`src/logic/reset_entry_params.svh`:
```
// timing counts and pin default values for the reset entry block
`ifndef RESET_ENTRY_PARAMS_SVH
`define RESET_ENTRY_PARAMS_SVH
`define RELEASE_TIME_NS 640
`define CLK_PERIOD_NS 20
`define RELEASE_CYCLES ((`RELEASE_TIME_NS + `CLK_PERIOD_NS - 1) / `CLK_PERIOD_NS)
`define SYNC_STAGES 2
`define MODE_RESET_VALUE 1'b0
`define SCI_SEL_RESET 1'b1
`define SPI_CLK_SEL_RESET 1'b1
`define SRX_CLK_SEL_RESET 1'b0
`define GPIO_DIR_RESET 1'b0
`endif

```
`src/logic/reset_entry_pkg.sv`:
```
// types shared by the reset entry block
`default_nettype none
package reset_entry_pkg;
  typedef enum logic [1:0] {ST_HELD, ST_COUNT, ST_RUN} rst_state_e;
  typedef struct packed {
    logic sel_periph;
    logic gpio_dir_out;
    logic gpio_out;
  } pin_cfg_s;
  typedef struct packed {
    logic out;
    logic oe;
  } pin_drive_s;
endpackage
`default_nettype wire

```
`src/logic/pin_sync.sv`:
```
// two flip-flop synchroniser for a vector of asynchronous inputs
`default_nettype none
module pin_sync #(
  parameter int WIDTH = 1
) (
  input wire logic ref_clk,
  input wire logic reset_n,
  input wire logic [WIDTH-1:0] async_in,
  output logic [WIDTH-1:0] sync_out
);
  logic [WIDTH-1:0] meta_q;
  logic [WIDTH-1:0] meta_d;
  logic [WIDTH-1:0] sync_q;
  logic [WIDTH-1:0] sync_d;
  always_comb begin
    meta_d = async_in;
    sync_d = meta_q;
  end
  always_ff @(posedge ref_clk or negedge reset_n) begin
    if (!reset_n) begin
      meta_q <= '0;
      sync_q <= '0;
    end else begin
      meta_q <= meta_d;
      sync_q <= sync_d;
    end
  end
  assign sync_out = sync_q;
endmodule
`default_nettype wire

```
`src/logic/reset_entry.sv`:
```
// reset entry sequencer and shared pin defaults
`include "reset_entry_params.svh"
`default_nettype none
module reset_entry #(
  parameter int RELEASE_CYCLES = `RELEASE_CYCLES
) (
  input wire logic ref_clk,
  input wire logic reset_n,
  input wire logic chip_reset_pin_n,
  input wire logic test_reset_pin_n,
  input wire logic boot_mode_pin,
  input wire reset_entry_pkg::pin_cfg_s sci0_cfg,
  input wire reset_entry_pkg::pin_cfg_s sci1_cfg,
  input wire reset_entry_pkg::pin_cfg_s spi_clk_cfg,
  input wire reset_entry_pkg::pin_cfg_s srx_clk_cfg,
  input wire logic cfg_write,
  input wire logic spi_master,
  input wire logic spi_clk_out,
  input wire logic [3:0] pin_in,
  output logic core_reset_n,
  output logic debug_reset_n,
  output logic boot_mode,
  output logic sci_sel_q_out,
  output reset_entry_pkg::pin_drive_s sci0_receive_in_drv,
  output reset_entry_pkg::pin_drive_s sci1_receive_in_drv,
  output reset_entry_pkg::pin_drive_s port_f_bit4_drv,
  output reset_entry_pkg::pin_drive_s port_c_bit2_drv,
  output logic [3:0] pin_sync_val
);
  localparam int CW = $clog2(RELEASE_CYCLES + 1);
  localparam logic [CW-1:0] CNT_LAST = CW'(RELEASE_CYCLES - 1);

  // the boot pin rides the same synchroniser, so it is latched in step with the reset release
  logic [6:0] sync_vec;
  pin_sync #(.WIDTH(7)) u_sync (
    .ref_clk(ref_clk),
    .reset_n(reset_n),
    .async_in({chip_reset_pin_n, test_reset_pin_n, boot_mode_pin, pin_in}),
    .sync_out(sync_vec)
  );
  logic chip_rst_s;
  logic test_rst_s;
  logic boot_s;
  assign chip_rst_s = sync_vec[6];
  assign test_rst_s = sync_vec[5];
  assign boot_s = sync_vec[4];

  reset_entry_pkg::rst_state_e state_q, state_d;
  logic [CW-1:0] cnt_q, cnt_d;
  logic core_rst_n_q, core_rst_n_d;
  logic dbg_rst_n_q, dbg_rst_n_d;
  logic mode_q, mode_d;

  always_comb begin
    state_d = state_q;
    cnt_d = cnt_q;
    core_rst_n_d = 1'b0;
    mode_d = mode_q;
    dbg_rst_n_d = test_rst_s;
    unique case (state_q)
      reset_entry_pkg::ST_HELD: begin
        if (chip_rst_s) begin
          mode_d = boot_s;
          cnt_d = '0;
          state_d = reset_entry_pkg::ST_COUNT;
        end
      end
      reset_entry_pkg::ST_COUNT: begin
        if (!chip_rst_s) begin
          state_d = reset_entry_pkg::ST_HELD;
        end else if (cnt_q == CNT_LAST) begin
          state_d = reset_entry_pkg::ST_RUN;
          core_rst_n_d = 1'b1;
        end else begin
          cnt_d = cnt_q + CW'(1);
        end
      end
      reset_entry_pkg::ST_RUN: begin
        core_rst_n_d = chip_rst_s;
        if (!chip_rst_s) begin
          state_d = reset_entry_pkg::ST_HELD;
        end
      end
    endcase
  end

  always_ff @(posedge ref_clk or negedge reset_n) begin
    if (!reset_n) begin
      state_q <= reset_entry_pkg::ST_HELD;
      cnt_q <= '0;
      core_rst_n_q <= 1'b0;
      dbg_rst_n_q <= 1'b0;
      mode_q <= `MODE_RESET_VALUE;
    end else begin
      state_q <= state_d;
      cnt_q <= cnt_d;
      core_rst_n_q <= core_rst_n_d;
      dbg_rst_n_q <= dbg_rst_n_d;
      mode_q <= mode_d;
    end
  end

  // pin configuration: defaults return whenever the core is in reset
  reset_entry_pkg::pin_cfg_s sci0_q, sci0_d, sci1_q, sci1_d;
  reset_entry_pkg::pin_cfg_s spck_q, spck_d, sync_serial_rx_clock_q, sync_serial_rx_clock_d;
  localparam reset_entry_pkg::pin_cfg_s SCI_DEF = '{`SCI_SEL_RESET, `GPIO_DIR_RESET, 1'b0};
  localparam reset_entry_pkg::pin_cfg_s SPCK_DEF = '{`SPI_CLK_SEL_RESET, `GPIO_DIR_RESET, 1'b0};
  localparam reset_entry_pkg::pin_cfg_s SYNC_SERIAL_RX_CLOCK_DEF = '{`SRX_CLK_SEL_RESET, `GPIO_DIR_RESET, 1'b0};

  always_comb begin
    sci0_d = sci0_q;
    sci1_d = sci1_q;
    spck_d = spck_q;
    sync_serial_rx_clock_d = sync_serial_rx_clock_q;
    if (!core_rst_n_q) begin
      sci0_d = SCI_DEF;
      sci1_d = SCI_DEF;
      spck_d = SPCK_DEF;
      sync_serial_rx_clock_d = SYNC_SERIAL_RX_CLOCK_DEF;
    end else if (cfg_write) begin
      sci0_d = sci0_cfg;
      sci1_d = sci1_cfg;
      spck_d = spi_clk_cfg;
      sync_serial_rx_clock_d = srx_clk_cfg;
    end
  end

  always_ff @(posedge ref_clk or negedge reset_n) begin
    if (!reset_n) begin
      sci0_q <= SCI_DEF;
      sci1_q <= SCI_DEF;
      spck_q <= SPCK_DEF;
      sync_serial_rx_clock_q <= SYNC_SERIAL_RX_CLOCK_DEF;
    end else begin
      sci0_q <= sci0_d;
      sci1_q <= sci1_d;
      spck_q <= spck_d;
      sync_serial_rx_clock_q <= sync_serial_rx_clock_d;
    end
  end

  function automatic reset_entry_pkg::pin_drive_s gpio_drive(
    input reset_entry_pkg::pin_cfg_s c);
    reset_entry_pkg::pin_drive_s r;
    r.out = c.gpio_out;
    r.oe = ~c.sel_periph & c.gpio_dir_out;
    return r;
  endfunction

  // pin drives registered so every output comes from a flip-flop
  reset_entry_pkg::pin_drive_s d0_q, d0_d, d1_q, d1_d, d2_q, d2_d, d3_q, d3_d;
  logic [3:0] pv_q, pv_d;
  always_comb begin
    d0_d = gpio_drive(sci0_q); // sci mode is input only
    d1_d = gpio_drive(sci1_q);
    d3_d = gpio_drive(sync_serial_rx_clock_q);
    pv_d = sync_vec[3:0];
    if (spck_q.sel_periph) begin
      d2_d.out = spi_clk_out;
      d2_d.oe = spi_master;
    end else begin
      d2_d = gpio_drive(spck_q);
    end
  end

  always_ff @(posedge ref_clk or negedge reset_n) begin
    if (!reset_n) begin
      d0_q <= '0;
      d1_q <= '0;
      d2_q <= '0;
      d3_q <= '0;
      pv_q <= '0;
    end else begin
      d0_q <= d0_d;
      d1_q <= d1_d;
      d2_q <= d2_d;
      d3_q <= d3_d;
      pv_q <= pv_d;
    end
  end

  assign core_reset_n = core_rst_n_q;
  assign debug_reset_n = dbg_rst_n_q;
  assign boot_mode = mode_q;
  assign sci_sel_q_out = sci0_q.sel_periph;
  assign sci0_receive_in_drv = d0_q;
  assign sci1_receive_in_drv = d1_q;
  assign port_f_bit4_drv = d2_q;
  assign port_c_bit2_drv = d3_q;
  assign pin_sync_val = pv_q;

  property p_hold_in_reset;
    @(posedge ref_clk) disable iff (!reset_n)
    !chip_rst_s |=> !core_reset_n;
  endproperty
  a_hold_in_reset: assert property (p_hold_in_reset) else $error("core left reset");

  property p_release_count;
    @(posedge ref_clk) disable iff (!reset_n)
    $rose(core_reset_n) |-> $past(state_q) == reset_entry_pkg::ST_COUNT;
  endproperty
  a_release_count: assert property (p_release_count) else $error("release without count");

  property p_mode_latch;
    @(posedge ref_clk) disable iff (!reset_n)
    (state_q == reset_entry_pkg::ST_HELD && chip_rst_s) |=> boot_mode == $past(boot_s);
  endproperty
  a_mode_latch: assert property (p_mode_latch) else $error("mode not latched");

  property p_debug_kept;
    @(posedge ref_clk) disable iff (!reset_n)
    (test_rst_s && !chip_rst_s) |=> debug_reset_n;
  endproperty
  a_debug_kept: assert property (p_debug_kept) else $error("debug reset by chip reset");

  property p_defaults;
    @(posedge ref_clk) disable iff (!reset_n)
    !core_reset_n |=> sci0_q.sel_periph && sci1_q.sel_periph && spck_q.sel_periph
      && !sync_serial_rx_clock_q.sel_periph && !sync_serial_rx_clock_q.gpio_dir_out;
  endproperty
  a_defaults: assert property (p_defaults) else $error("pin default lost");

  property p_spi_clk_dir;
    @(posedge ref_clk) disable iff (!reset_n)
    spck_q.sel_periph |=> port_f_bit4_drv.oe == $past(spi_master);
  endproperty
  a_spi_clk_dir: assert property (p_spi_clk_dir) else $error("spi clock dir wrong");

  property p_gpio_dir;
    @(posedge ref_clk) disable iff (!reset_n)
    !sync_serial_rx_clock_q.sel_periph |=> port_c_bit2_drv.oe == $past(sync_serial_rx_clock_q.gpio_dir_out);
  endproperty
  a_gpio_dir: assert property (p_gpio_dir) else $error("gpio dir wrong");

  property p_sync_delay;
    @(posedge ref_clk) disable iff (!reset_n)
    !chip_reset_pin_n [*3] |=> !core_reset_n;
  endproperty
  a_sync_delay: assert property (p_sync_delay) else $error("sync path wrong");
endmodule
`default_nettype wire

```
`config.mk`:
```
export PLATFORM = sky130hd
export DESIGN_NAME = reset_entry
export DESIGN_NICKNAME = d
export VERILOG_FILES = /design/src/logic/reset_entry_pkg.sv /design/src/logic/pin_sync.sv /design/src/logic/reset_entry.sv
export VERILOG_INCLUDE_DIRS = /design/src /design/src/logic
export SDC_FILE = /design/constraint.sdc
export NUM_CORES = 1
export LEC_CHECK = 0
export BUFFER_PORTS_ARGS = -buffer_cell sky130_fd_sc_hd__buf_4
export CORE_ASPECT_RATIO = 0.5
export CORE_MARGIN = 4
export CORE_UTILIZATION = 55
export CTS_BUF_LIST = sky130_fd_sc_hd__clkbuf_2 sky130_fd_sc_hd__clkbuf_4 sky130_fd_sc_hd__clkbuf_8
export CTS_CLUSTER_SIZE = 40
export DETAILED_ROUTE_END_ITERATION = 12
export PLACE_DENSITY = 0.81
export SLEW_MARGIN = 20
export SYNTH_ARGS = -nofsm -noshare
export SYNTH_HDL_FRONTEND = slang
export SYNTH_SLANG_ARGS = --single-unit
```
`constraint.sdc`:
```
create_clock -name ref_clk -period 1.8 [get_ports ref_clk]
set_input_delay 0.18 -clock ref_clk [delete_from_list [all_inputs] [get_ports ref_clk]]
set_output_delay 0.18 -clock ref_clk [all_outputs]
set_load 0.05 [all_outputs]
```
; ---- Word level (Yosys, flattened, before mapping)
; Index checks and enable logic that the tools add are counted.
[word_totals]
output_inout_bits = 16
inputBits = 24
register_bits = 49
[op_classes]
n_addsub = 1
mux = 21
bitwise = 8
eq_ne = 9
reduce_logical = 5
[ops]
columns = operator, count
row1 = two-way mux 3 bit, 8
row2 = two-way mux 6 bit, 3
row3 = one-hot mux 6 bit (2 select lines), 1
row4 = two-way mux 2 bit, 5
row5 = "adder 6 x 1 -> 6 bit, second input constant", 1
row6 = "equality test 6 x 5 -> 1 bit, second input constant", 1
row7 = "inequality test 2 bit, second input constant", 3
row8 = one-hot mux 2 bit (3 select lines), 1
row9 = bitwise AND 1 bit, 4
row10 = "inequality test 2 x 1 -> 1 bit, second input constant", 2
row11 = NOT 1 bit, 4
row12 = AND reduction 4 bit, 1
row13 = "inequality test 3 bit, second input constant", 1
row14 = AND reduction 3 bit, 1
row15 = "equality test 2 x 1 -> 1 bit, second input constant", 1
row16 = "equality test 2 bit, second input constant", 1
row17 = logical NOT 2 bit, 1
row18 = two-way mux 1 bit, 2
row19 = one-hot mux 1 bit (2 select lines), 1
row20 = AND reduction 2 bit, 1
row21 = nonzero test 2 bit, 1

; ---- Depth between registers and ports, before layout
[depth]
ltp_word = 4
ltp_mapped = 6
depth_no_buf = 5

; ---- Cells and area by module
; Synthesis repeated with hierarchy kept, for this count alone.
[unflattened]
hier_cells = 135
hier_area_um2 = 1815.5
[by_module_without_submodules]
columns = mod, area_each_um2, cells_each, seq_area_each_um2, n_inst
row1 = reset_entry, 1465.2, 121, 879.6, 1
row2 = pin_sync, 350.3, 14, 350.3, 1

; ---- Worst setup path after synthesis
; Ideal clock, no wire load.
[synth_path]
kind = register to register
startpoint = reg state_q[0]
endpoint = reg state_q[0]
required_time_ns = 1.721
period_less_slack_ns = 1.393
path_stages_with_launch = 6
t_arrival_ns = 1.314
slack_ns = 0.407
cell_sequence = dfrtp_1 inv_1 ha_1 or3b_1 o221ai_2 mux2i_1
[synth_via]
elab_chain_cells = 3
[synth_lines]
columns = item, line_no
row1 = start: declaration, reset_entry.sv:48  ; reset_entry_pkg::rst_state_e state_q, state_d;
row2 = start signal: assignment, reset_entry.sv:89  ; state_q <= reset_entry_pkg::ST_HELD;
row3 = start signal: assignment, reset_entry.sv:95  ; state_q <= state_d;
row4 = equality test 2 x 1 -> 1 bit (tied with other cells), reset_entry.sv:60  ; unique case (state_q)
row5 = inequality test 3 bit (no source line) (tied with other cells), -
row6 = AND reduction 3 bit (no source line), -
; Parallel ways exist; a longest one is shown, timed or not.
; A chain may end at the register's enable or synchronous reset.

; ---- Worst setup path in the final report
[layout_path]
startpoint = reg state_q[1]
endpoint = reg state_q[0]
; Same word-level chain as after synthesis.

==> run summary <==
The final HPWL from detailed placement was 2266 microns; the share of post-route cells with drive strength above 1 was 30.32%. The slew at the pin closest to its max-slew limit came out at 0.5939 ns. The tools report the data required time of the worst path as 2.01 ns. Dividing the detail-routed wire length by the instance count gives 14.74 microns. Walking the worst path, the cells encountered are inv_1 > ha_1 > nand2b_1 > o221ai_2 > mux2i_1. The number of antenna diodes in the final layout is 0. The number of violations of the max-capacitance limit was 0. The average vias per placed instance was 5.193. The number of antenna violations at the first check in global routing is 0, and the share of the synthesized area in the top cell type is 62.25%. The total detailed-routing wirelength was 3360 microns.

The synthesized design contains 0 enable-type register cells. The run gives 50 as the largest net degree at the start of global routing. Number of nets still failing antenna checks after routing: 0. Final max-slew violation count: 0. Prior to clock tree synthesis, the placed netlist has a worst setup slack of 0.1804 ns. Final count of hold timing violations: 0. For the level count of the clock H-tree, the log shows 2. The critical path endpoint category was a flip-flop. The post-synthesis net count was 166; the critical-path maximum fanout was 14. In the finished design, the share of the clock period the worst path needs comes to 88.98%. The synthesized-area fraction occupied by ao, oa, aoi and oai cells works out to 6.157%. Measured against its own limit, the worst slew margin works out to 60.40%. The die covers 4410 sq um. For this design the top-level I/O count stands at 40.

After routing the design area is 2359 sq um. STA classifies the critical path startpoint as a flip-flop. Effective utilization at floorplan: 59.64%. After synthesis, the netlist uses 33 different library cells. Across all setup checks in the final design, the least slack found is 0.1984 ns. The net total in the final layout is 215. For the share of the yosys chip area belonging to registers, the log shows 66.51%. Clock root buffer: sky130_fd_sc_hd__clkbuf_8.

The most numerous cell in the Yosys netlist is sky130_fd_sc_hd__dfrtp_1. Among all flip-flop cells after synthesis, the most frequent one is sky130_fd_sc_hd__dfrtp_1. IR analysis of the VDD net gives a maximum drop of 669.6 uV.

Before antenna repair, the detailed router went through 4 iterations. The residual DRC count was 0. After floorplanning, the core was divided into 14 placement rows. The number of DRC markers in iteration 0 is 58, and the clock insertion delay at the later pin of the skew report is 0.29 ns.

Buffers placed on the I/O ports in this run total 39. Compared with the post-synthesis result, the final layout area differs by 27.54%. Detailed routing inserted a total of 1184 vias.

The post-route total power was 0.002456 W. The clock-pin slew on the worst setup and hold paths was 0.08 ns. The core region is 3100 sq um.

TritonCTS built the clock tree. After synthesis, the largest family of logic cells by area is simple AND/OR/NAND/NOR gates. At the end of routability-driven placement, the weighted congestion stood at 0.8370. Summing the areas of all fa, ha and maj instances in the mapped netlist gives 2.706% of the synthesized area.

For this design, the sink count on the clock tree is 49. The worst stage delay on the critical path is 0.39 ns. The synthesized area divided by synthesized cell count is 13.40 sq um. The tightest min-delay check is of the in -> reg type. The vertical extent of the die is 49 microns, and the summed negative setup slack over all endpoints is 0 ns.

For this run, the total global-route usage over all layers was measured as 16.35%. For this run, the top clock speed supported by timing is 624.4 MHz. The slowest stage of the critical path is the sky130_fd_sc_hd__dfrtp_1 cell. The cell area reported after detailed placement is 2163 sq um. By count the netlist is led by sky130_fd_sc_hd__dfrtp_1, sky130_fd_sc_hd__mux2i_1, sky130_fd_sc_hd__nor2b_1. Yosys printed 0 warnings. Ranked by total cell area, the synthesized netlist is headed by sky130_fd_sc_hd__dfrtp_1, sky130_fd_sc_hd__mux2i_1, sky130_fd_sc_hd__dfstp_2. The buffer levels on the longest clock path is 2, and the CTS buffer count is 5.

The via count of the first global-routing pass was 1207. The final setup violation count was 0; the final clock skew was 0.005409 ns. Summed over all cells, the static leakage comes to 1.125 nW.

Of the total synthesized cell area, the portion taken by XOR and XNOR cells is 0%. Synthesis produced 138 cells. Data on the critical path arrives at its endpoint at 1.81 ns. At the end of the flow the core is filled with cells to 76.07%. Total of flip-flops plus latches after synthesis: 49. The flow ran to the end, and the final reports show no timing, DRC or antenna violations.

Summed over all layers, the global routing overflow is 0. Setup repair after global routing left no endpoint under its margin. In this run the horizontal extent of the chip is 90.01 microns.

The synthesized-area fraction occupied by and/or/nand/nor cells works out to 12.86%. First-pass GRT wire length: 5740 microns. The post-layout minimum cycle time was 1.602 ns. Cell type with the largest total area after synthesis: sky130_fd_sc_hd__dfrtp_1.

The critical path is of the reg -> reg type. The power density relative to cell area is 1041 nW/um^2, and the post-synth design cell area is 1849 sq um. Counting flops with an async set or reset pin after synthesis yields a share of 100.0%. Multiplexer cells account for 9.405% of the synthesized area.
[metal layers]
metal  up-vias  GRT usage (%)  wire, microns
met5         -              0              0
met4         0          3.046             29
met3         4          6.163            195
met2        45          28.31           1623
met1       558          19.94           1511
li1        577              -              -
[kinds of logic (layout without fill, tap and decap cells)]
| logic type | after synthesis | count (layout) |
|---|---|---|
| adder cells (fa/ha/maj) | 4 | 4 |
| flip-flops | 49 | 49 |
| buffers and inverters | 9 | 59 |
| AND/OR/NAND/NOR | 42 | 42 |
| AO/OA/AOI/OAI | 17 | 17 |
| multiplexers | 17 | 17 |
[stage by stage]
step	hold slack, ns	std cells
floorplan	-0.1156	138
global placement	0.2190	212
detailed placement	0.2246	212
CTS	0.1140	228
global route	0.1154	228
finish	0.1229	228
[final cells by class]
cell class | count | area, sq um
sequential | 49 | 1230
fill | 191 | 742.0
multi-input combinational | 80 | 575.6
timing repair buffer | 47 | 372.9
clock buffer | 6 | 76.32
tap | 40 | 50.05
clock inverter | 2 | 38.79
inverter | 4 | 15.01
[power by group]
group	switching, W	total (W)	internal [W]
clock network	0.000340	0.000772	0.000432
logic	0.000275	0.000458	0.000182
registers	0.0000551	0.00123	0.00117
total	0.000671	0.00246	0.00179
[path summary, 6_finish.rpt]
kind,startpoint,endpoint,slack [ns],depth (start not counted)
setup / recovery,state_q[1],state_q[0],0.20,5
hold reg to reg,u_sync.meta_q[0],u_sync.sync_out[0],0.35,0
setup reg to reg,state_q[1],state_q[0],0.20,5
max in group asynchronous,reset_n,u_sync.sync_out[5],0.96,2
hold / removal,spi_master,port_f_bit4_drv[0],0.12,2
min in group asynchronous,reset_n,state_q[0],0.42,2
[worst max-delay path: cells and delay by family, from the launching register on]
family,cells,cell delay (ns)
AO/OA/AOI/OAI,1,0.22
adder cells (fa/ha/maj),1,0.35
buffers and inverters,1,0.09
flip-flops,1,0.39
multiplexers,1,0.22
AND/OR/NAND/NOR,1,0.25
[sequential cells by signal, summed over array words and instances (netlist names), 2 cells and up]
| signal | count |
|---|---|
| spck_q | 3 |
| pin_sync_val | 4 |
| state_q | 2 |
| u_sync.meta_q | 7 |
| sci1_q | 2 |
| u_sync.sync_out | 7 |
| cnt_q | 6 |
| sci0_receive_in_drv | 2 |
| sci1_receive_in_drv | 2 |
| port_c_bit2_drv | 2 |
| port_f_bit4_drv | 2 |
| sync_serial_rx_clock_q | 2 |
[cell usage in the layout, fill, tap and decap left out, types with 4 or more instances in the layout]
cell	Yosys	routed
sky130_fd_sc_hd__nand4_1	5	5
sky130_fd_sc_hd__nor2b_1	12	12
sky130_fd_sc_hd__a21oi_1	7	7
sky130_fd_sc_hd__nand2_1	11	11
sky130_fd_sc_hd__ha_1	4	4
sky130_fd_sc_hd__dfrtp_1	46	46
sky130_fd_sc_hd__dlygate4sd3_1	0	8
sky130_fd_sc_hd__clkbuf_8	0	5
sky130_fd_sc_hd__mux2i_1	14	14
sky130_fd_sc_hd__buf_4	0	39
sky130_fd_sc_hd__inv_1	4	4
[what timing repair did]
action | 4_1_cts | 5_1_grt
setup buffers | 0 | 0
resized for setup | 0 | 0
hold buffers | 8 | 0
hold endpoints to repair | 53 | 0
(Power assumes the default switching activity.)
